$ cat src/kchc_pkg.sv
`default_nettype none
package kchc_pkg;
   // system clock rate and derived execution clock
   localparam int unsigned SYS_CLK_HZ = 50000000;
   localparam int unsigned EXEC_CLK_HZ = 2000000;
   localparam int unsigned EXEC_DIV = SYS_CLK_HZ / EXEC_CLK_HZ;
   localparam logic [4:0] EXEC_DIV_LAST = 5'(EXEC_DIV - 1);
   // pwm prescale of the execution clock
   localparam int unsigned PWM_PRESCALE = 64;
   localparam logic [5:0] PWM_PRESCALE_HALF = 6'(PWM_PRESCALE / 2);
   // register offsets
   localparam logic [3:0] OFS_CLOCK_CFG = 4'h0;
   localparam logic [3:0] OFS_HALT_TIME = 4'h1;
   localparam logic [3:0] OFS_PIN_CFG = 4'h2;
   localparam logic [3:0] OFS_STATUS = 4'h3;
   localparam logic [3:0] OFS_KEY_STATUS = 4'h4;
   // clock configuration fields
   localparam int unsigned CFG_BUF_EN_BIT = 6;
   localparam int unsigned CFG_SLOW_EN_BIT = 3;
   localparam int unsigned CFG_SEL_LSB = 0;
   localparam logic [7:0] CLOCK_CFG_RESET = 8'h00;
   // timebase select codes
   localparam logic [1:0] SEL_RC_DIV = 2'h0;
   localparam logic [1:0] SEL_EXT = 2'h3;
   // pin configuration fields
   localparam int unsigned PIN_PUSH_PULL_BIT = 0;
   localparam int unsigned PIN_ADDR_RELEASE_BIT = 1;
   localparam logic [7:0] PIN_CFG_RESET = 8'h00;
   // halt timer, in execution clock ticks per unit
   localparam logic [15:0] HALT_TIME_RESET = 16'h00FF;
   // key matrix
   localparam int unsigned KEY_COLS = 8;
   localparam int unsigned KEY_ROWS = 12;
   typedef enum logic [1:0] {
      KCHC_RUN = 2'b00,
      KCHC_HALT = 2'b01
   } kchc_state_e;
endpackage : kchc_pkg
`default_nettype wire

$ cat src/kchc_clk_sync.sv
`default_nettype none
// two flop synchroniser plus a rising edge output for slow async clock inputs
module kchc_clk_sync (
   input wire logic mclk_i,
   input wire logic rst_n_i,
   input wire logic async_i,
   output logic level_o,
   output logic rise_o
);
   logic meta_q, meta_d;
   logic sync_q, sync_d;
   logic last_q, last_d;

   // first flop only feeds second, edge taken after the pair
   always_comb begin
      meta_d = async_i;
      sync_d = meta_q;
      last_d = sync_q;
   end

   always_ff @(posedge mclk_i) begin
      if (!rst_n_i) begin
         meta_q <= 1'b0;
         sync_q <= 1'b0;
         last_q <= 1'b0;
      end else begin
         meta_q <= meta_d;
         sync_q <= sync_d;
         last_q <= last_d;
      end
   end

   assign level_o = sync_q;
   assign rise_o = sync_q & ~last_q;
endmodule : kchc_clk_sync
`default_nettype wire

$ cat src/kchc_key_prio.sv
`default_nettype none
// per row, special-function key beats ordinary matrix keys
module kchc_key_prio (
   input wire logic [7:0] sf_key_n_i,
   input wire logic [7:0] row_hit_i,
   output logic [7:0] report_sf_o,
   output logic [7:0] report_matrix_o,
   output logic wake_o
);
   genvar g;
   generate
      for (g = 0; g < 8; g++) begin : g_row
         // sf key pulls its line low; it masks the matrix key of that row
         assign report_sf_o[g] = ~sf_key_n_i[g];
         assign report_matrix_o[g] = row_hit_i[g] & sf_key_n_i[g];
      end
   endgenerate

   // any grounded wakeup line is a wake event
   assign wake_o = ~&sf_key_n_i;
endmodule : kchc_key_prio
`default_nettype wire

$ cat src/kchc_clock_ctrl.sv
`default_nettype none
module kchc_clock_ctrl (
   input wire logic mclk_i,
   input wire logic rst_n_i,
   input wire logic [3:0] addr_i,
   input wire logic [15:0] wdata_i,
   input wire logic wr_i,
   input wire logic rd_i,
   output logic [15:0] rdata_o,
   input wire logic external_32k_clock_input_i,
   input wire logic oscillator_input_pin_i,
   input wire logic [7:0] wakeup_input_line_n_i,
   input wire logic [7:0] row_hit_i,
   input wire logic key_event_i,
   input wire logic bus_start_i,
   input wire logic [1:0] addr_sel_i,
   input wire logic irq_req_i,
   input wire logic pin_shared_gpio_i,
   input wire logic pin_shared_gpio_oe_i,
   output logic exec_tick_o,
   output logic pwm_tick_o,
   output logic halted_o,
   output logic [1:0] bus_addr_o,
   output logic addr_pins_free_o,
   output logic irq_n_o,
   output logic irq_n_oe_o,
   output logic buffered_timebase_output_o,
   output logic buffered_timebase_output_oe_o,
   output logic [11:0] keypad_out_o,
   output logic [11:0] keypad_out_oe_o,
   output logic [7:0] keypad_in_oe_o,
   output logic [7:0] report_sf_o,
   output logic [7:0] report_matrix_o
);
   // synchronised slow sources; only levels are used, edges come from the timebase flop
   logic ext_lvl, osc_lvl;
   logic sf_wake;
   logic [7:0] rep_sf, rep_mx;

   kchc_clk_sync u_ext_sync (
      .mclk_i(mclk_i),
      .rst_n_i(rst_n_i),
      .async_i(external_32k_clock_input_i),
      .level_o(ext_lvl),
      .rise_o()
   );

   kchc_clk_sync u_osc_sync (
      .mclk_i(mclk_i),
      .rst_n_i(rst_n_i),
      .async_i(oscillator_input_pin_i),
      .level_o(osc_lvl),
      .rise_o()
   );

   kchc_key_prio u_key_prio (
      .sf_key_n_i(wakeup_input_line_n_i),
      .row_hit_i(row_hit_i),
      .report_sf_o(rep_sf),
      .report_matrix_o(rep_mx),
      .wake_o(sf_wake)
   );

   // software registers
   logic [7:0] clock_cfg_q, clock_cfg_d;
   logic [15:0] halt_time_q, halt_time_d;
   logic [7:0] pin_cfg_q, pin_cfg_d;
   logic cfg_written_q, cfg_written_d;
   logic [15:0] rdata_q, rdata_d;
   // status sources, declared ahead of the read decode that packs them
   logic [1:0] bus_addr_q, bus_addr_d;
   logic [1:0] sel_eff_q, sel_eff_d;
   logic halted_q, halted_d;

   // reads of an unmapped offset return zero
   always_comb begin
      clock_cfg_d = clock_cfg_q;
      halt_time_d = halt_time_q;
      pin_cfg_d = pin_cfg_q;
      cfg_written_d = cfg_written_q;
      rdata_d = 16'h0000;
      if (wr_i) begin
         unique case (addr_i)
            kchc_pkg::OFS_CLOCK_CFG: begin
               // clock config taken once; later writes ignored
               if (!cfg_written_q) begin
                  clock_cfg_d = wdata_i[7:0];
                  cfg_written_d = 1'b1;
               end
            end
            kchc_pkg::OFS_HALT_TIME: halt_time_d = wdata_i;
            kchc_pkg::OFS_PIN_CFG: pin_cfg_d = wdata_i[7:0];
            default: ;
         endcase
      end
      if (rd_i) begin
         unique case (addr_i)
            kchc_pkg::OFS_CLOCK_CFG: rdata_d = {8'h00, clock_cfg_q};
            kchc_pkg::OFS_HALT_TIME: rdata_d = halt_time_q;
            kchc_pkg::OFS_PIN_CFG: rdata_d = {8'h00, pin_cfg_q};
            kchc_pkg::OFS_STATUS:
               rdata_d = {10'h000, cfg_written_q, bus_addr_q, sel_eff_q, halted_q};
            kchc_pkg::OFS_KEY_STATUS: rdata_d = {rep_sf, rep_mx};
            default: rdata_d = 16'h0000;
         endcase
      end
   end

   // software registers, reset to defaults on any reset
   always_ff @(posedge mclk_i) begin
      if (!rst_n_i) begin
         clock_cfg_q <= kchc_pkg::CLOCK_CFG_RESET;
         halt_time_q <= kchc_pkg::HALT_TIME_RESET;
         pin_cfg_q <= kchc_pkg::PIN_CFG_RESET;
         cfg_written_q <= 1'b0;
         rdata_q <= 16'h0000;
      end else begin
         clock_cfg_q <= clock_cfg_d;
         halt_time_q <= halt_time_d;
         pin_cfg_q <= pin_cfg_d;
         cfg_written_q <= cfg_written_d;
         rdata_q <= rdata_d;
      end
   end

   // execution clock prescaler and halt state
   kchc_pkg::kchc_state_e state_q, state_d;
   logic [4:0] exec_cnt_q, exec_cnt_d;
   logic exec_tick_q, exec_tick_d;
   logic [15:0] idle_cnt_q, idle_cnt_d;
   logic wake;

   // reset wakes implicitly through the reset branch below
   assign wake = key_event_i | bus_start_i | sf_wake | wr_i | rd_i;

   always_comb begin
      state_d = state_q;
      exec_cnt_d = exec_cnt_q;
      exec_tick_d = 1'b0;
      idle_cnt_d = idle_cnt_q;
      unique case (state_q)
         kchc_pkg::KCHC_RUN: begin
            // system clock divided into the execution clock tick
            if (exec_cnt_q == kchc_pkg::EXEC_DIV_LAST) begin
               exec_cnt_d = 5'h00;
               exec_tick_d = 1'b1;
               if (wake) begin
                  idle_cnt_d = 16'h0000;
               end else if (idle_cnt_q >= halt_time_q) begin
                  state_d = kchc_pkg::KCHC_HALT;
               end else begin
                  idle_cnt_d = idle_cnt_q + 16'h0001;
               end
            end else begin
               exec_cnt_d = exec_cnt_q + 5'h01;
               if (wake) begin
                  idle_cnt_d = 16'h0000;
               end
            end
         end
         kchc_pkg::KCHC_HALT: begin
            // no ticks while halted
            exec_cnt_d = 5'h00;
            idle_cnt_d = 16'h0000;
            if (wake) begin
               state_d = kchc_pkg::KCHC_RUN;
            end
         end
         default: state_d = kchc_pkg::KCHC_RUN;
      endcase
      halted_d = (state_d == kchc_pkg::KCHC_HALT);
   end

   always_ff @(posedge mclk_i) begin
      if (!rst_n_i) begin
         state_q <= kchc_pkg::KCHC_RUN;
         exec_cnt_q <= 5'h00;
         exec_tick_q <= 1'b0;
         idle_cnt_q <= 16'h0000;
         halted_q <= 1'b0;
      end else begin
         state_q <= state_d;
         exec_cnt_q <= exec_cnt_d;
         exec_tick_q <= exec_tick_d;
         idle_cnt_q <= idle_cnt_d;
         halted_q <= halted_d;
      end
   end

   // pwm prescaler produces a square wave from execution ticks
   logic [5:0] pre_cnt_q, pre_cnt_d;
   logic pre_clk_q, pre_clk_d;
   always_comb begin
      pre_cnt_d = pre_cnt_q;
      pre_clk_d = pre_clk_q;
      if (exec_tick_q) begin
         if (pre_cnt_q == kchc_pkg::PWM_PRESCALE_HALF - 6'h01) begin
            pre_cnt_d = 6'h00;
            pre_clk_d = ~pre_clk_q;
         end else begin
            pre_cnt_d = pre_cnt_q + 6'h01;
         end
      end
   end

   always_ff @(posedge mclk_i) begin
      if (!rst_n_i) begin
         pre_cnt_q <= 6'h00;
         pre_clk_q <= 1'b0;
      end else begin
         pre_cnt_q <= pre_cnt_d;
         pre_clk_q <= pre_clk_d;
      end
   end

   // timebase selection; switch only while both old and new are low
   logic [1:0] sel_req;
   logic ext_src, new_lvl, cur_lvl;
   logic tb_q, tb_d;
   logic tb_last_q, tb_last_d;

   // reserved codes fall back to the prescaled clock
   assign sel_req = (clock_cfg_q[kchc_pkg::CFG_SEL_LSB +: 2] == kchc_pkg::SEL_EXT)
                    ? kchc_pkg::SEL_EXT : kchc_pkg::SEL_RC_DIV;
   // enable bit picks the pin source: 1 external clock, 0 crystal
   assign ext_src = clock_cfg_q[kchc_pkg::CFG_SLOW_EN_BIT] ? ext_lvl : osc_lvl;
   assign new_lvl = (sel_req == kchc_pkg::SEL_EXT) ? ext_src : pre_clk_q;
   assign cur_lvl = (sel_eff_q == kchc_pkg::SEL_EXT) ? ext_src : pre_clk_q;

   always_comb begin
      sel_eff_d = sel_eff_q;
      if (sel_req != sel_eff_q && !cur_lvl && !new_lvl) begin
         sel_eff_d = sel_req;
      end
      tb_d = cur_lvl;
      tb_last_d = tb_q;
   end

   always_ff @(posedge mclk_i) begin
      if (!rst_n_i) begin
         sel_eff_q <= kchc_pkg::SEL_RC_DIV;
         tb_q <= 1'b0;
         tb_last_q <= 1'b0;
      end else begin
         sel_eff_q <= sel_eff_d;
         tb_q <= tb_d;
         tb_last_q <= tb_last_d;
      end
   end

   // address strap captured at reset release, pins freed after it once the pin config release bit is set
   logic strap_done_q, strap_done_d;
   always_comb begin
      bus_addr_d = bus_addr_q;
      strap_done_d = 1'b1;
      if (!strap_done_q) begin
         bus_addr_d = addr_sel_i;
      end
   end

   always_ff @(posedge mclk_i) begin
      if (!rst_n_i) begin
         bus_addr_q <= 2'h0;
         strap_done_q <= 1'b0;
      end else begin
         bus_addr_q <= bus_addr_d;
         strap_done_q <= strap_done_d;
      end
   end

   // registered pin drivers
   logic irq_n_d, irq_oe_d, buf_d, buf_oe_d, free_d, pwm_tick_d;
   logic [11:0] kout_d, kout_oe_d;
   logic [7:0] kin_oe_d;
   logic irq_n_q, irq_oe_q, buf_q, buf_oe_q, free_q, pwm_tick_q;
   logic [11:0] kout_q, kout_oe_q;
   logic [7:0] kin_oe_q;
   logic [7:0] rsf_q, rmx_q;
   logic buf_en;

   assign buf_en = clock_cfg_q[kchc_pkg::CFG_BUF_EN_BIT];

   always_comb begin
      // open drain drives only low; push-pull drives both levels
      irq_n_d = ~irq_req_i;
      irq_oe_d = pin_cfg_q[kchc_pkg::PIN_PUSH_PULL_BIT] | irq_req_i;
      // shared pin: clock buffer wins over gpio
      buf_d = buf_en ? tb_q : pin_shared_gpio_i;
      buf_oe_d = buf_en | pin_shared_gpio_oe_i;
      free_d = strap_done_q & pin_cfg_q[kchc_pkg::PIN_ADDR_RELEASE_BIT];
      pwm_tick_d = tb_q & ~tb_last_q;
      // dedicated scan outputs low, the rest released
      kout_d = 12'h000;
      kout_oe_d = 12'h007;
      // input lines never driven; line seven is input only
      kin_oe_d = 8'h00;
   end

   always_ff @(posedge mclk_i) begin
      if (!rst_n_i) begin
         irq_n_q <= 1'b1;
         irq_oe_q <= 1'b0;
         buf_q <= 1'b0;
         buf_oe_q <= 1'b0;
         free_q <= 1'b0;
         pwm_tick_q <= 1'b0;
         kout_q <= 12'h000;
         kout_oe_q <= 12'h000;
         kin_oe_q <= 8'h00;
         rsf_q <= 8'h00;
         rmx_q <= 8'h00;
      end else begin
         irq_n_q <= irq_n_d;
         irq_oe_q <= irq_oe_d;
         buf_q <= buf_d;
         buf_oe_q <= buf_oe_d;
         free_q <= free_d;
         pwm_tick_q <= pwm_tick_d;
         kout_q <= kout_d;
         kout_oe_q <= kout_oe_d;
         kin_oe_q <= kin_oe_d;
         rsf_q <= rep_sf;
         rmx_q <= rep_mx;
      end
   end

   assign rdata_o = rdata_q;
   assign exec_tick_o = exec_tick_q;
   assign pwm_tick_o = pwm_tick_q;
   assign halted_o = halted_q;
   assign bus_addr_o = bus_addr_q;
   assign addr_pins_free_o = free_q;
   assign irq_n_o = irq_n_q;
   assign irq_n_oe_o = irq_oe_q;
   assign buffered_timebase_output_o = buf_q;
   assign buffered_timebase_output_oe_o = buf_oe_q;
   assign keypad_out_o = kout_q;
   assign keypad_out_oe_o = kout_oe_q;
   assign keypad_in_oe_o = kin_oe_q;
   assign report_sf_o = rsf_q;
   assign report_matrix_o = rmx_q;
endmodule : kchc_clock_ctrl
`default_nettype wire

$ cat config.mk
export PLATFORM = sky130hd
export DESIGN_NAME = kchc_clock_ctrl
export DESIGN_NICKNAME = d
export VERILOG_FILES = /design/src/kchc_pkg.sv /design/src/kchc_clk_sync.sv /design/src/kchc_key_prio.sv /design/src/kchc_clock_ctrl.sv
export SDC_FILE = /design/constraint.sdc
export NUM_CORES = 1
export LEC_CHECK = 0
export BUFFER_PORTS_ARGS = -buffer_cell sky130_fd_sc_hd__buf_2
export CAP_MARGIN = 20
export CORE_MARGIN = 5
export CORE_UTILIZATION = 58
export DETAILED_ROUTE_END_ITERATION = 8
export PLACE_DENSITY = 0.85
export SYNTH_ARGS = -nofsm -noshare
export SYNTH_HDL_FRONTEND = slang
export SYNTH_SLANG_ARGS = --single-unit
$ cat constraint.sdc
create_clock -name mclk_i -period 5 [get_ports mclk_i]
set_input_delay 0.25 -clock mclk_i [delete_from_list [all_inputs] [get_ports mclk_i]]
set_output_delay 0.25 -clock mclk_i [all_outputs]
set_load 0.05 [all_outputs]
==> metrics.md, run 1 <==
| Metric | Value |
|---|---|
| Non-Filler Instances | 815 |
| Post-synth top area share | 44.1% |
| Inst Count DP | 752 |
| Cell variety after synth | 62 |
| Global route total overflow | 0 |
| Worst Path Required | 5.44 ns |
| Largest net degree at the start of global routing | 51 |
| Sequential area share after synthesis | 44.1% |
| #FFs+latches synth | 113 |
| Yosys top cell by area | dfxtp_1 |
| Top cells by area, synth | dfxtp_1 (44%), ha_1 (4.9%), nand2_1 (4.8%), buf_4 (4.7%), a21oi_1 (4.5%) |
| Final Setup Violations | 0 |
| CP cell instances | inv_1 -> ha_1 -> nand2b_1 -> a2111oi_0 -> or4b_1 -> nand4_1 -> or4_1 -> a21oi_1 |
| Io pins | 123 |
| Period utilization | 58.0% |
| Skew final | 0.00899 ns |
| Worst Max-Slew Pin Slew | 1.17 ns |
| Crit end category | register |
| Worst Path Buf+Inv | 1 |
| Layout cells sized above 1 | 21.0% |
| Simple-gate area share of the yosys netlist | 23.0% |
| Most used flip-flop cell after synthesis | dfxtp_1 |
| Wirelength, routed | 15300 um |
| CTS tree | done |
| YS warnings | 0 |
| Peak VDD IR | 0.178 mV |
| Clock root buffer master | clkbuf_8 |
| FMAX | 345 MHz |
| GRT Total Usage | 28.1% |
| Die area | 0.0108 mm^2 |
| Wire length on met1 | 5470 um |
| Clk buf depth | 2 |
| Xor/xnor share of the synthesized area | 0.683% |
| Synth Area in Compound Gates | 15.5% |
| DR vias/cell | 6.05 |
| Clock Sinks | 113 |
| Worst setup margin | 2.10 ns |
| Worst-path clk slew | 0.05 ns |
| Final slew viol count | 0 |
| Post-Syn Area | 0.00513 mm^2 |
| First-pass GRT wire length | 25100 um |
| Worst Reg-to-Reg Cells | 8 |
| Tmin final | 2.90 ns |
| Drt pass-1 iters | 6 |
| Power Density | 348 mW/mm^2 |
| Critical Path Source Type | register |
| Hold Crit Depth | 3 |
| H-tree Lvls | 4 |
| Final nets | 764 |
| Cell row count | 34 |
| Max layer used | met4 |
| FF-to-FF Start | idle_cnt_q[0] |
| Die Wd | 104 um |
| Initial Util | 59.1% |
| Initial antenna violation count | 1 |
| Hold path start | wdata_i[0] |
| Crit-path leading delay family | simple AND/OR/NAND/NOR gates |
| Core box area | 0.00868 mm^2 |
| WL met2 | 7440 um |
| Worst R2R End | idle_cnt_q[8] |
| Die H | 104 um |
| Fin. Hold Viols | 0 |
| First DRT Iteration DRCs | 415 |
| Met3 WL | 1600 um |
| Filler cells | 544 |
| Post-synthesis instance total | 580 |
| Largest family of logic cells by synthesized area | simple AND/OR/NAND/NOR gates |
| DRC violations left | 0 |
| Layout area overhead | 23.6% |
| Number of global-route vias before repair | 5008 |
| RSZ-0062 raised after global routing | no |
| LEAKAGE | 0.00267 uW |
| TNS Setup | 0 ns |
| Num CTS Buffers | 17 |
| Hold WC Path Type | in -> reg |
| Port bufs | 93 |
| Worst Path Class, Setup | reg -> reg |
| Status | finished clean |
| Reg-to-reg slack, setup | 2.10 ns |
| Max Cap Viol | 0 |
| Mux contribution to synthesized area | 2.76% |
| Wire per inst | 18.8 um |
| Max-slew headroom | 21.0% |
| Mapped Avg Cell Area | 8.84 um^2 |
| Final HPWL DP | 9120 um |
| CP max FO | 12 |
| Hold EP | halt_time_q[0] |
| Critical path's slowest cell | or4_1 |
| Hold WS | 0.0104 ns |
| DP Worst Slack | 2.18 ns |
| WP data arrival | 3.34 ns |
| EDFF count, synth | 0 |
| DRT antenna net count | 0 |
| Clk Latency, worst-skew pair | 0.52 ns |
| RePlAce Congestion | 0.845 |
| Vias | 4934 |
| Adder-cell area share of the yosys netlist | 4.88% |
| Ys async rst share | 0% |
| Critical Path Max Stage Delay | 0.64 ns |
| # resized after CTS | 0 |
worst min-delay path, cell delays in order:
cell	delay, ns
buf_2	0.11
nand2_1	0.05
nand3_1	0.07
timing repair:
| action | 4_1_cts | 5_1_grt |
|---|---|---|
| hold buffers | 31 | 0 |
| endpoints found under the setup margin | 0 | 0 |
| buffers inserted | 0 | 0 |
| endpoints found under the hold margin | 32 | 0 |
Yosys cell counts (2+ instances only):
| library cell | number |
|---|---|
| nor3_1 | 6 |
| o21a_1 | 4 |
| nand4b_1 | 2 |
| or2_2 | 3 |
| a21oi_1 | 46 |
| or4_1 | 4 |
| clkbuf_1 | 23 |
| nor2b_1 | 3 |
| or3_1 | 13 |
| nor4b_2 | 3 |
| nand2_1 | 65 |
| a41oi_1 | 3 |
| nand2b_1 | 3 |
| a31oi_1 | 11 |
| and2_1 | 6 |
| a32oi_1 | 8 |
| nor2_1 | 61 |
| a22oi_1 | 6 |
| inv_1 | 24 |
| and4b_1 | 2 |
| o21ai_1 | 3 |
| a2111oi_4 | 2 |
| ha_1 | 20 |
| dfxtp_1 | 113 |
| a2111oi_0 | 2 |
| xor2_1 | 3 |
| o211ai_1 | 9 |
| nand3b_1 | 2 |
| nand3_1 | 21 |
| buf_6 | 2 |
| mux2i_1 | 13 |
| a21boi_0 | 3 |
| o21ai_0 | 15 |
| buf_2 | 3 |
| buf_4 | 32 |
| nand4_1 | 6 |
| and3_1 | 10 |
metrics by stage:
stage / utilization [%] / cell area (um^2) / power, uW
floorplan: - / 5240 / 1100
global placement: 63.3 / 5490 / 1130
detailed placement: 63.3 / 5490 / 1130
CTS: 72.9 / 6320 / 2180
global route: 73.0 / 6340 / 2260
finish: 73.0 / 6340 / 2200
worst max-delay path by stage:
| stage | start | end | cells past startpoint |
|---|---|---|---|
| 6_report | idle_cnt_q[0] | idle_cnt_q[8] | 8 |
| 5_1_grt | idle_cnt_q[0] | idle_cnt_q[8] | 8 |
| 4_1_cts | idle_cnt_q[0] | idle_cnt_q[8] | 8 |
| 3_5_place_dp | idle_cnt_q[0] | idle_cnt_q[8] | 8 |
| 3_3_place_gp | idle_cnt_q[0] | idle_cnt_q[8] | 8 |
| 2_1_floorplan | halt_time_q[13] | halted_o | 8 |
routing by layer:
layer	up-vias	track usage, %
li1	2211	-
met1	2267	31.5
met2	375	47.1
met3	81	8.63
met4	0	15.5
met5	-	0
kinds of logic after synthesis:
family / Yosys count
AO/OA/AOI/OAI: 118
adder cells (fa/ha/maj): 20
multiplexers: 14
flip-flops: 113
AND/OR/NAND/NOR: 225
XOR/XNOR: 4
buffers and inverters: 85
other: 1
sequential cells by signal (all words and copies together) (netlist names), 2 cells and up:
| signal | count |
|---|---|
| bus_addr_o | 2 |
| clock_cfg_q | 8 |
| exec_cnt_q | 5 |
| halt_time_q | 16 |
| idle_cnt_q | 16 |
| pin_cfg_q | 8 |
| pre_cnt_q | 6 |
| rdata_o | 16 |
| report_matrix_o | 8 |
| report_sf_o | 8 |
| state_q | 2 |
cell type report:
cell class	instances	area, um^2	share of cell area, %
multi-input cells	411	2520	39.7
clock buffers	21	459	7.25
well taps	108	135	2.13
flip-flops and latches	113	2260	35.7
repair buffers	128	810	12.8
inverters	24	90.1	1.42
clock inverters	9	61.3	0.968
diodes	1	2.50	0.0395
cell usage in the layout (no fill, tap or decap), types with 6 or more instances in the layout:
cell	netlist	final
a21oi_1	46	46
a22oi_1	6	6
a31oi_1	11	11
a32oi_1	8	8
and2_1	6	6
and3_1	10	10
buf_2	3	93
clkbuf_16	0	16
conb_1	1	30
dfxtp_1	113	113
dlygate4sd3_1	0	31
ha_1	20	20
inv_1	24	23
mux2i_1	13	13
nand2_1	65	65
nand3_1	21	21
nand4_1	6	6
nor2_1	61	61
nor3_1	6	6
o211ai_1	9	9
o21ai_0	15	15
or3_1	13	13
report_power, final:
group	total, uW	internal [uW]	switching [uW]
Combinational	214	57.3	157
Clock	1060	639	420
Sequential	929	918	11.1
Total	2200	1610	588
Note: power is estimated with default switching activity, not from simulation.
==> run 2, diff against run 1 <==
--- a/config.mk
+++ b/config.mk
@@ -5,12 +5,13 @@
 export SDC_FILE = /design/constraint.sdc
 export NUM_CORES = 1
 export LEC_CHECK = 0
+export ABC_AREA = 1
 export BUFFER_PORTS_ARGS = -buffer_cell sky130_fd_sc_hd__buf_2
 export CAP_MARGIN = 20
 export CORE_MARGIN = 5
-export CORE_UTILIZATION = 58
+export CORE_UTILIZATION = 54
 export DETAILED_ROUTE_END_ITERATION = 8
-export PLACE_DENSITY = 0.85
+export PLACE_DENSITY = 0.8
 export SYNTH_ARGS = -nofsm -noshare
 export SYNTH_HDL_FRONTEND = slang
 export SYNTH_SLANG_ARGS = --single-unit
==> constraint.sdc (replaced) <==
create_clock -name mclk_i -period 2.7 [get_ports mclk_i]
set_input_delay 0.135 -clock mclk_i [delete_from_list [all_inputs] [get_ports mclk_i]]
set_output_delay 0.135 -clock mclk_i [all_outputs]
set_load 0.05 [all_outputs]
==> run 2 against run 1 <==
Global-route usage decreased by 2.5 points. Sequential cell count unchanged. Sequential power increased by 87%. Clock skew decreased by 0.0010 ns. Total power increased by 99%. Die area increased by 12%. Largest cell class unchanged. Highest routed layer unchanged.
==> metrics.md, run 2 <==
| Metric | Value |
|---|---|
| Worst R2R End | idle_cnt_q[1] |
| Post-Syn Area | 0.00539 mm^2 |
| Worst-path clk slew | 0.06 ns |
| Ys async rst share | 0% |
| Tmin final | 2.03 ns |
| Hold EP | halt_time_q[7] |
| Crit-path leading delay family | simple AND/OR/NAND/NOR gates |
| Commonest non-fill, non-tap cell in the layout | nand2_1 |
| Hold buffer count at cts | 41 |
| Layout Utilization | 69.4% |
| Synth Area in Compound Gates | 13.9% |
| Critical Path Max Stage Delay | 0.47 ns |
| Peak VDD IR | 0.433 mV |
| WP data arrival | 2.40 ns |
| Clock Sinks | 113 |
| Final slew viol count | 0 |
| LEAKAGE | 0.00310 uW |
| Status | finished clean |
| Vias | 5266 |
| Post-synth top area share | 41.9% |
| Clk Latency, worst-skew pair | 0.52 ns |
| Final nets | 915 |
| Period utilization | 75.1% |
| FF-to-FF Start | idle_cnt_q[6] |
| Skew final | 0.00799 ns |
| CP cell instances | ha_1 -> nand2_1 -> inv_1 -> nand2_1 -> nor2_1 -> nor2_1 -> nand2_1 -> nand2_1 -> nand3_2 -> nand2_4 -> nand2_4 -> nand2_1 -> a21oi_1 |
| Die area | 0.0121 mm^2 |
| Most frequent cells in the layout | nand2_1 (118), dfxtp_1 (113), buf_2 (93) |
| Layout cells sized above 1 | 20.1% |
| Cell row count | 36 |
| EDFF count, synth | 0 |
| Filler cells | 783 |
| NetSw | 1210 uW |
| Worst Path Required | 3.07 ns |
| Mux contribution to synthesized area | 0.186% |
| First DRT Iteration DRCs | 427 |
| Clock root buffer master | clkbuf_8 |
| FMAX | 493 MHz |
| Logic pwr share | 10.9% |
| Worst Reg-to-Reg Cells | 13 |
| Xor/xnor share of the synthesized area | 0.812% |
| Largest family of logic cells by synthesized area | simple AND/OR/NAND/NOR gates |
| Global route total overflow | 0 |
| Wire per inst | 15.0 um |
| #FFs+latches synth | 113 |
| Layout area overhead | 25.7% |
| Setup bufs post-CTS | 0 |
| DP Worst Slack | 0.704 ns |
| Io pins | 123 |
| Design internal power | 3170 uW |
| Final Setup Violations | 0 |
| Crit end category | register |
| Worst Path Class, Setup | reg -> reg |
| CTS tree | done |
| Yosys top cell by area | dfxtp_1 |
| DRC violations left | 0 |
| # resized after CTS | 0 |
| Critical Path Source Type | register |
| Sequential Power Share | 39.7% |
| Top cells by area, synth | dfxtp_1 (42%), nand2_1 (8.2%), nor2_1 (6.0%), inv_1 (5.8%), a21oi_1 (4.6%) |
| Max-slew headroom | 53.8% |
| Hold WS | 0.0603 ns |
| Max Cap Viol | 0 |
| RePlAce Congestion | 0.898 |
| Hold path start | rst_n_i |
| Number of global-route vias before repair | 5024 |
| YS warnings | 0 |
| GRT Total Usage | 25.5% |
| Hold Crit Depth | 2 |
| Core box area | 0.00977 mm^2 |
| Initial Util | 55.2% |
| Fin. Hold Viols | 0 |
| Multi-input logic area | 0.00253 mm^2 |
| Die Wd | 110 um |
| RSZ-0062 raised after global routing | no |
| Worst setup margin | 0.672 ns |
| Drt pass-1 iters | 7 |
| Diodes inserted | 0 |
| Register area | 0.00226 mm^2 |
| Hold WC Path Type | in -> reg |
| Power Density | 646 mW/mm^2 |
| Clk buf depth | 2 |
| Most used flip-flop cell after synthesis | dfxtp_1 |
| Most frequent CP cell | nand2_1 |
| Largest net degree at the start of global routing | 38 |
| Num CTS Buffers | 17 |
| DRT antenna net count | 0 |
| Adder-cell area share of the yosys netlist | 4.64% |
| Most frequent cell after synthesis | nand2_1 |
| Cell variety after synth | 40 |
| Die H | 110 um |
| Critical path's slowest cell | dfxtp_1 |
| Clk pwr share | 49.4% |
| Sequential area share after synthesis | 41.9% |
| Top post-synthesis cells by count | nand2_1 (118), dfxtp_1 (113), nor2_1 (86), inv_1 (83), a21oi_1 (50) |
| First-pass GRT wire length | 24000 um |
| CP max FO | 25 |
| Reg-to-reg slack, setup | 0.67 ns |
| TNS Setup | 0 ns |
| Crit path depth | 13 |
| Worst Path Buf+Inv | 1 |
| Sw frac | 27.5% |
| Worst Max-Slew Pin Slew | 0.692 ns |
| Final HPWL DP | 10000 um |
| DR vias/cell | 5.31 |
| H-tree Lvls | 4 |
| Mapped Avg Cell Area | 7.55 um^2 |
| Port bufs | 93 |
| Wirelength, routed | 14800 um |
| Simple-gate area share of the yosys netlist | 25.2% |
| Initial antenna violation count | 0 |
| Post-synthesis instance total | 714 |
==> run 2: cell count changes after synthesis, sizes merged, moves of 16 or more <==
cell,delta
inv,+71
nor2,+39
nand3,+24
clkbuf,-16
o22ai,+20
nand2,+57
==> run 2: cell type report <==
class,instances,area share (%)
inverter,95,5.30
clock buffer,18,6.16
tap,133,2.45
timing repair buffer,136,13.1
multi-input combinational,483,37.3
sequential,113,33.4
clock inverter,14,2.31
==> run 2: worst max-delay path by stage <==
stage / endpoint / startpoint / slack (ns)
CTS: idle_cnt_q[10] / idle_cnt_q[6] / 0.69
global route: idle_cnt_q[11] / idle_cnt_q[3] / 0.52
global placement: idle_cnt_q[8] / idle_cnt_q[6] / 0.79
detailed placement: idle_cnt_q[8] / idle_cnt_q[0] / 0.70
finish: idle_cnt_q[1] / idle_cnt_q[6] / 0.67
floorplan: idle_cnt_q[11] / idle_cnt_q[0] / 1.06
==> run 2: kinds of logic after synthesis <==
group / after synthesis
buffers and inverters: 147
XOR/XNOR: 5
AO/OA/AOI/OAI: 129
flip-flops: 113
adder cells (fa/ha/maj): 20
AND/OR/NAND/NOR: 298
multiplexers: 1
other: 1
==> run 2: stage by stage <==
stage,instance area [um^2],power (uW),instances
6_report,6780,4380,992
5_1_grt,6780,4530,992
4_1_cts,6780,4390,992
3_5_place_dp,5790,2190,919
3_3_place_gp,5790,2180,919
2_1_floorplan,5500,2110,743
==> run 2: routing by layer <==
layer  up-vias  share of wire (%)  track usage, %
li1       2539                  -               -
met1      2406                 40            30.9
met2       272                 48            42.5
met3        49                9.2            6.11
met4         0                3.0            12.0
met5         -                  0               0
==> run 2: power groups by stage <==
stage / Clock, uW / Combinational [uW] / Sequential (uW)
final: 2160 / 475 / 1740
after CTS: 2180 / 467 / 1740
after floorplan: 0 / 275 / 1840
after detailed placement: 0 / 417 / 1770
after global placement: 0 / 409 / 1770
after global routing: 2280 / 510 / 1740
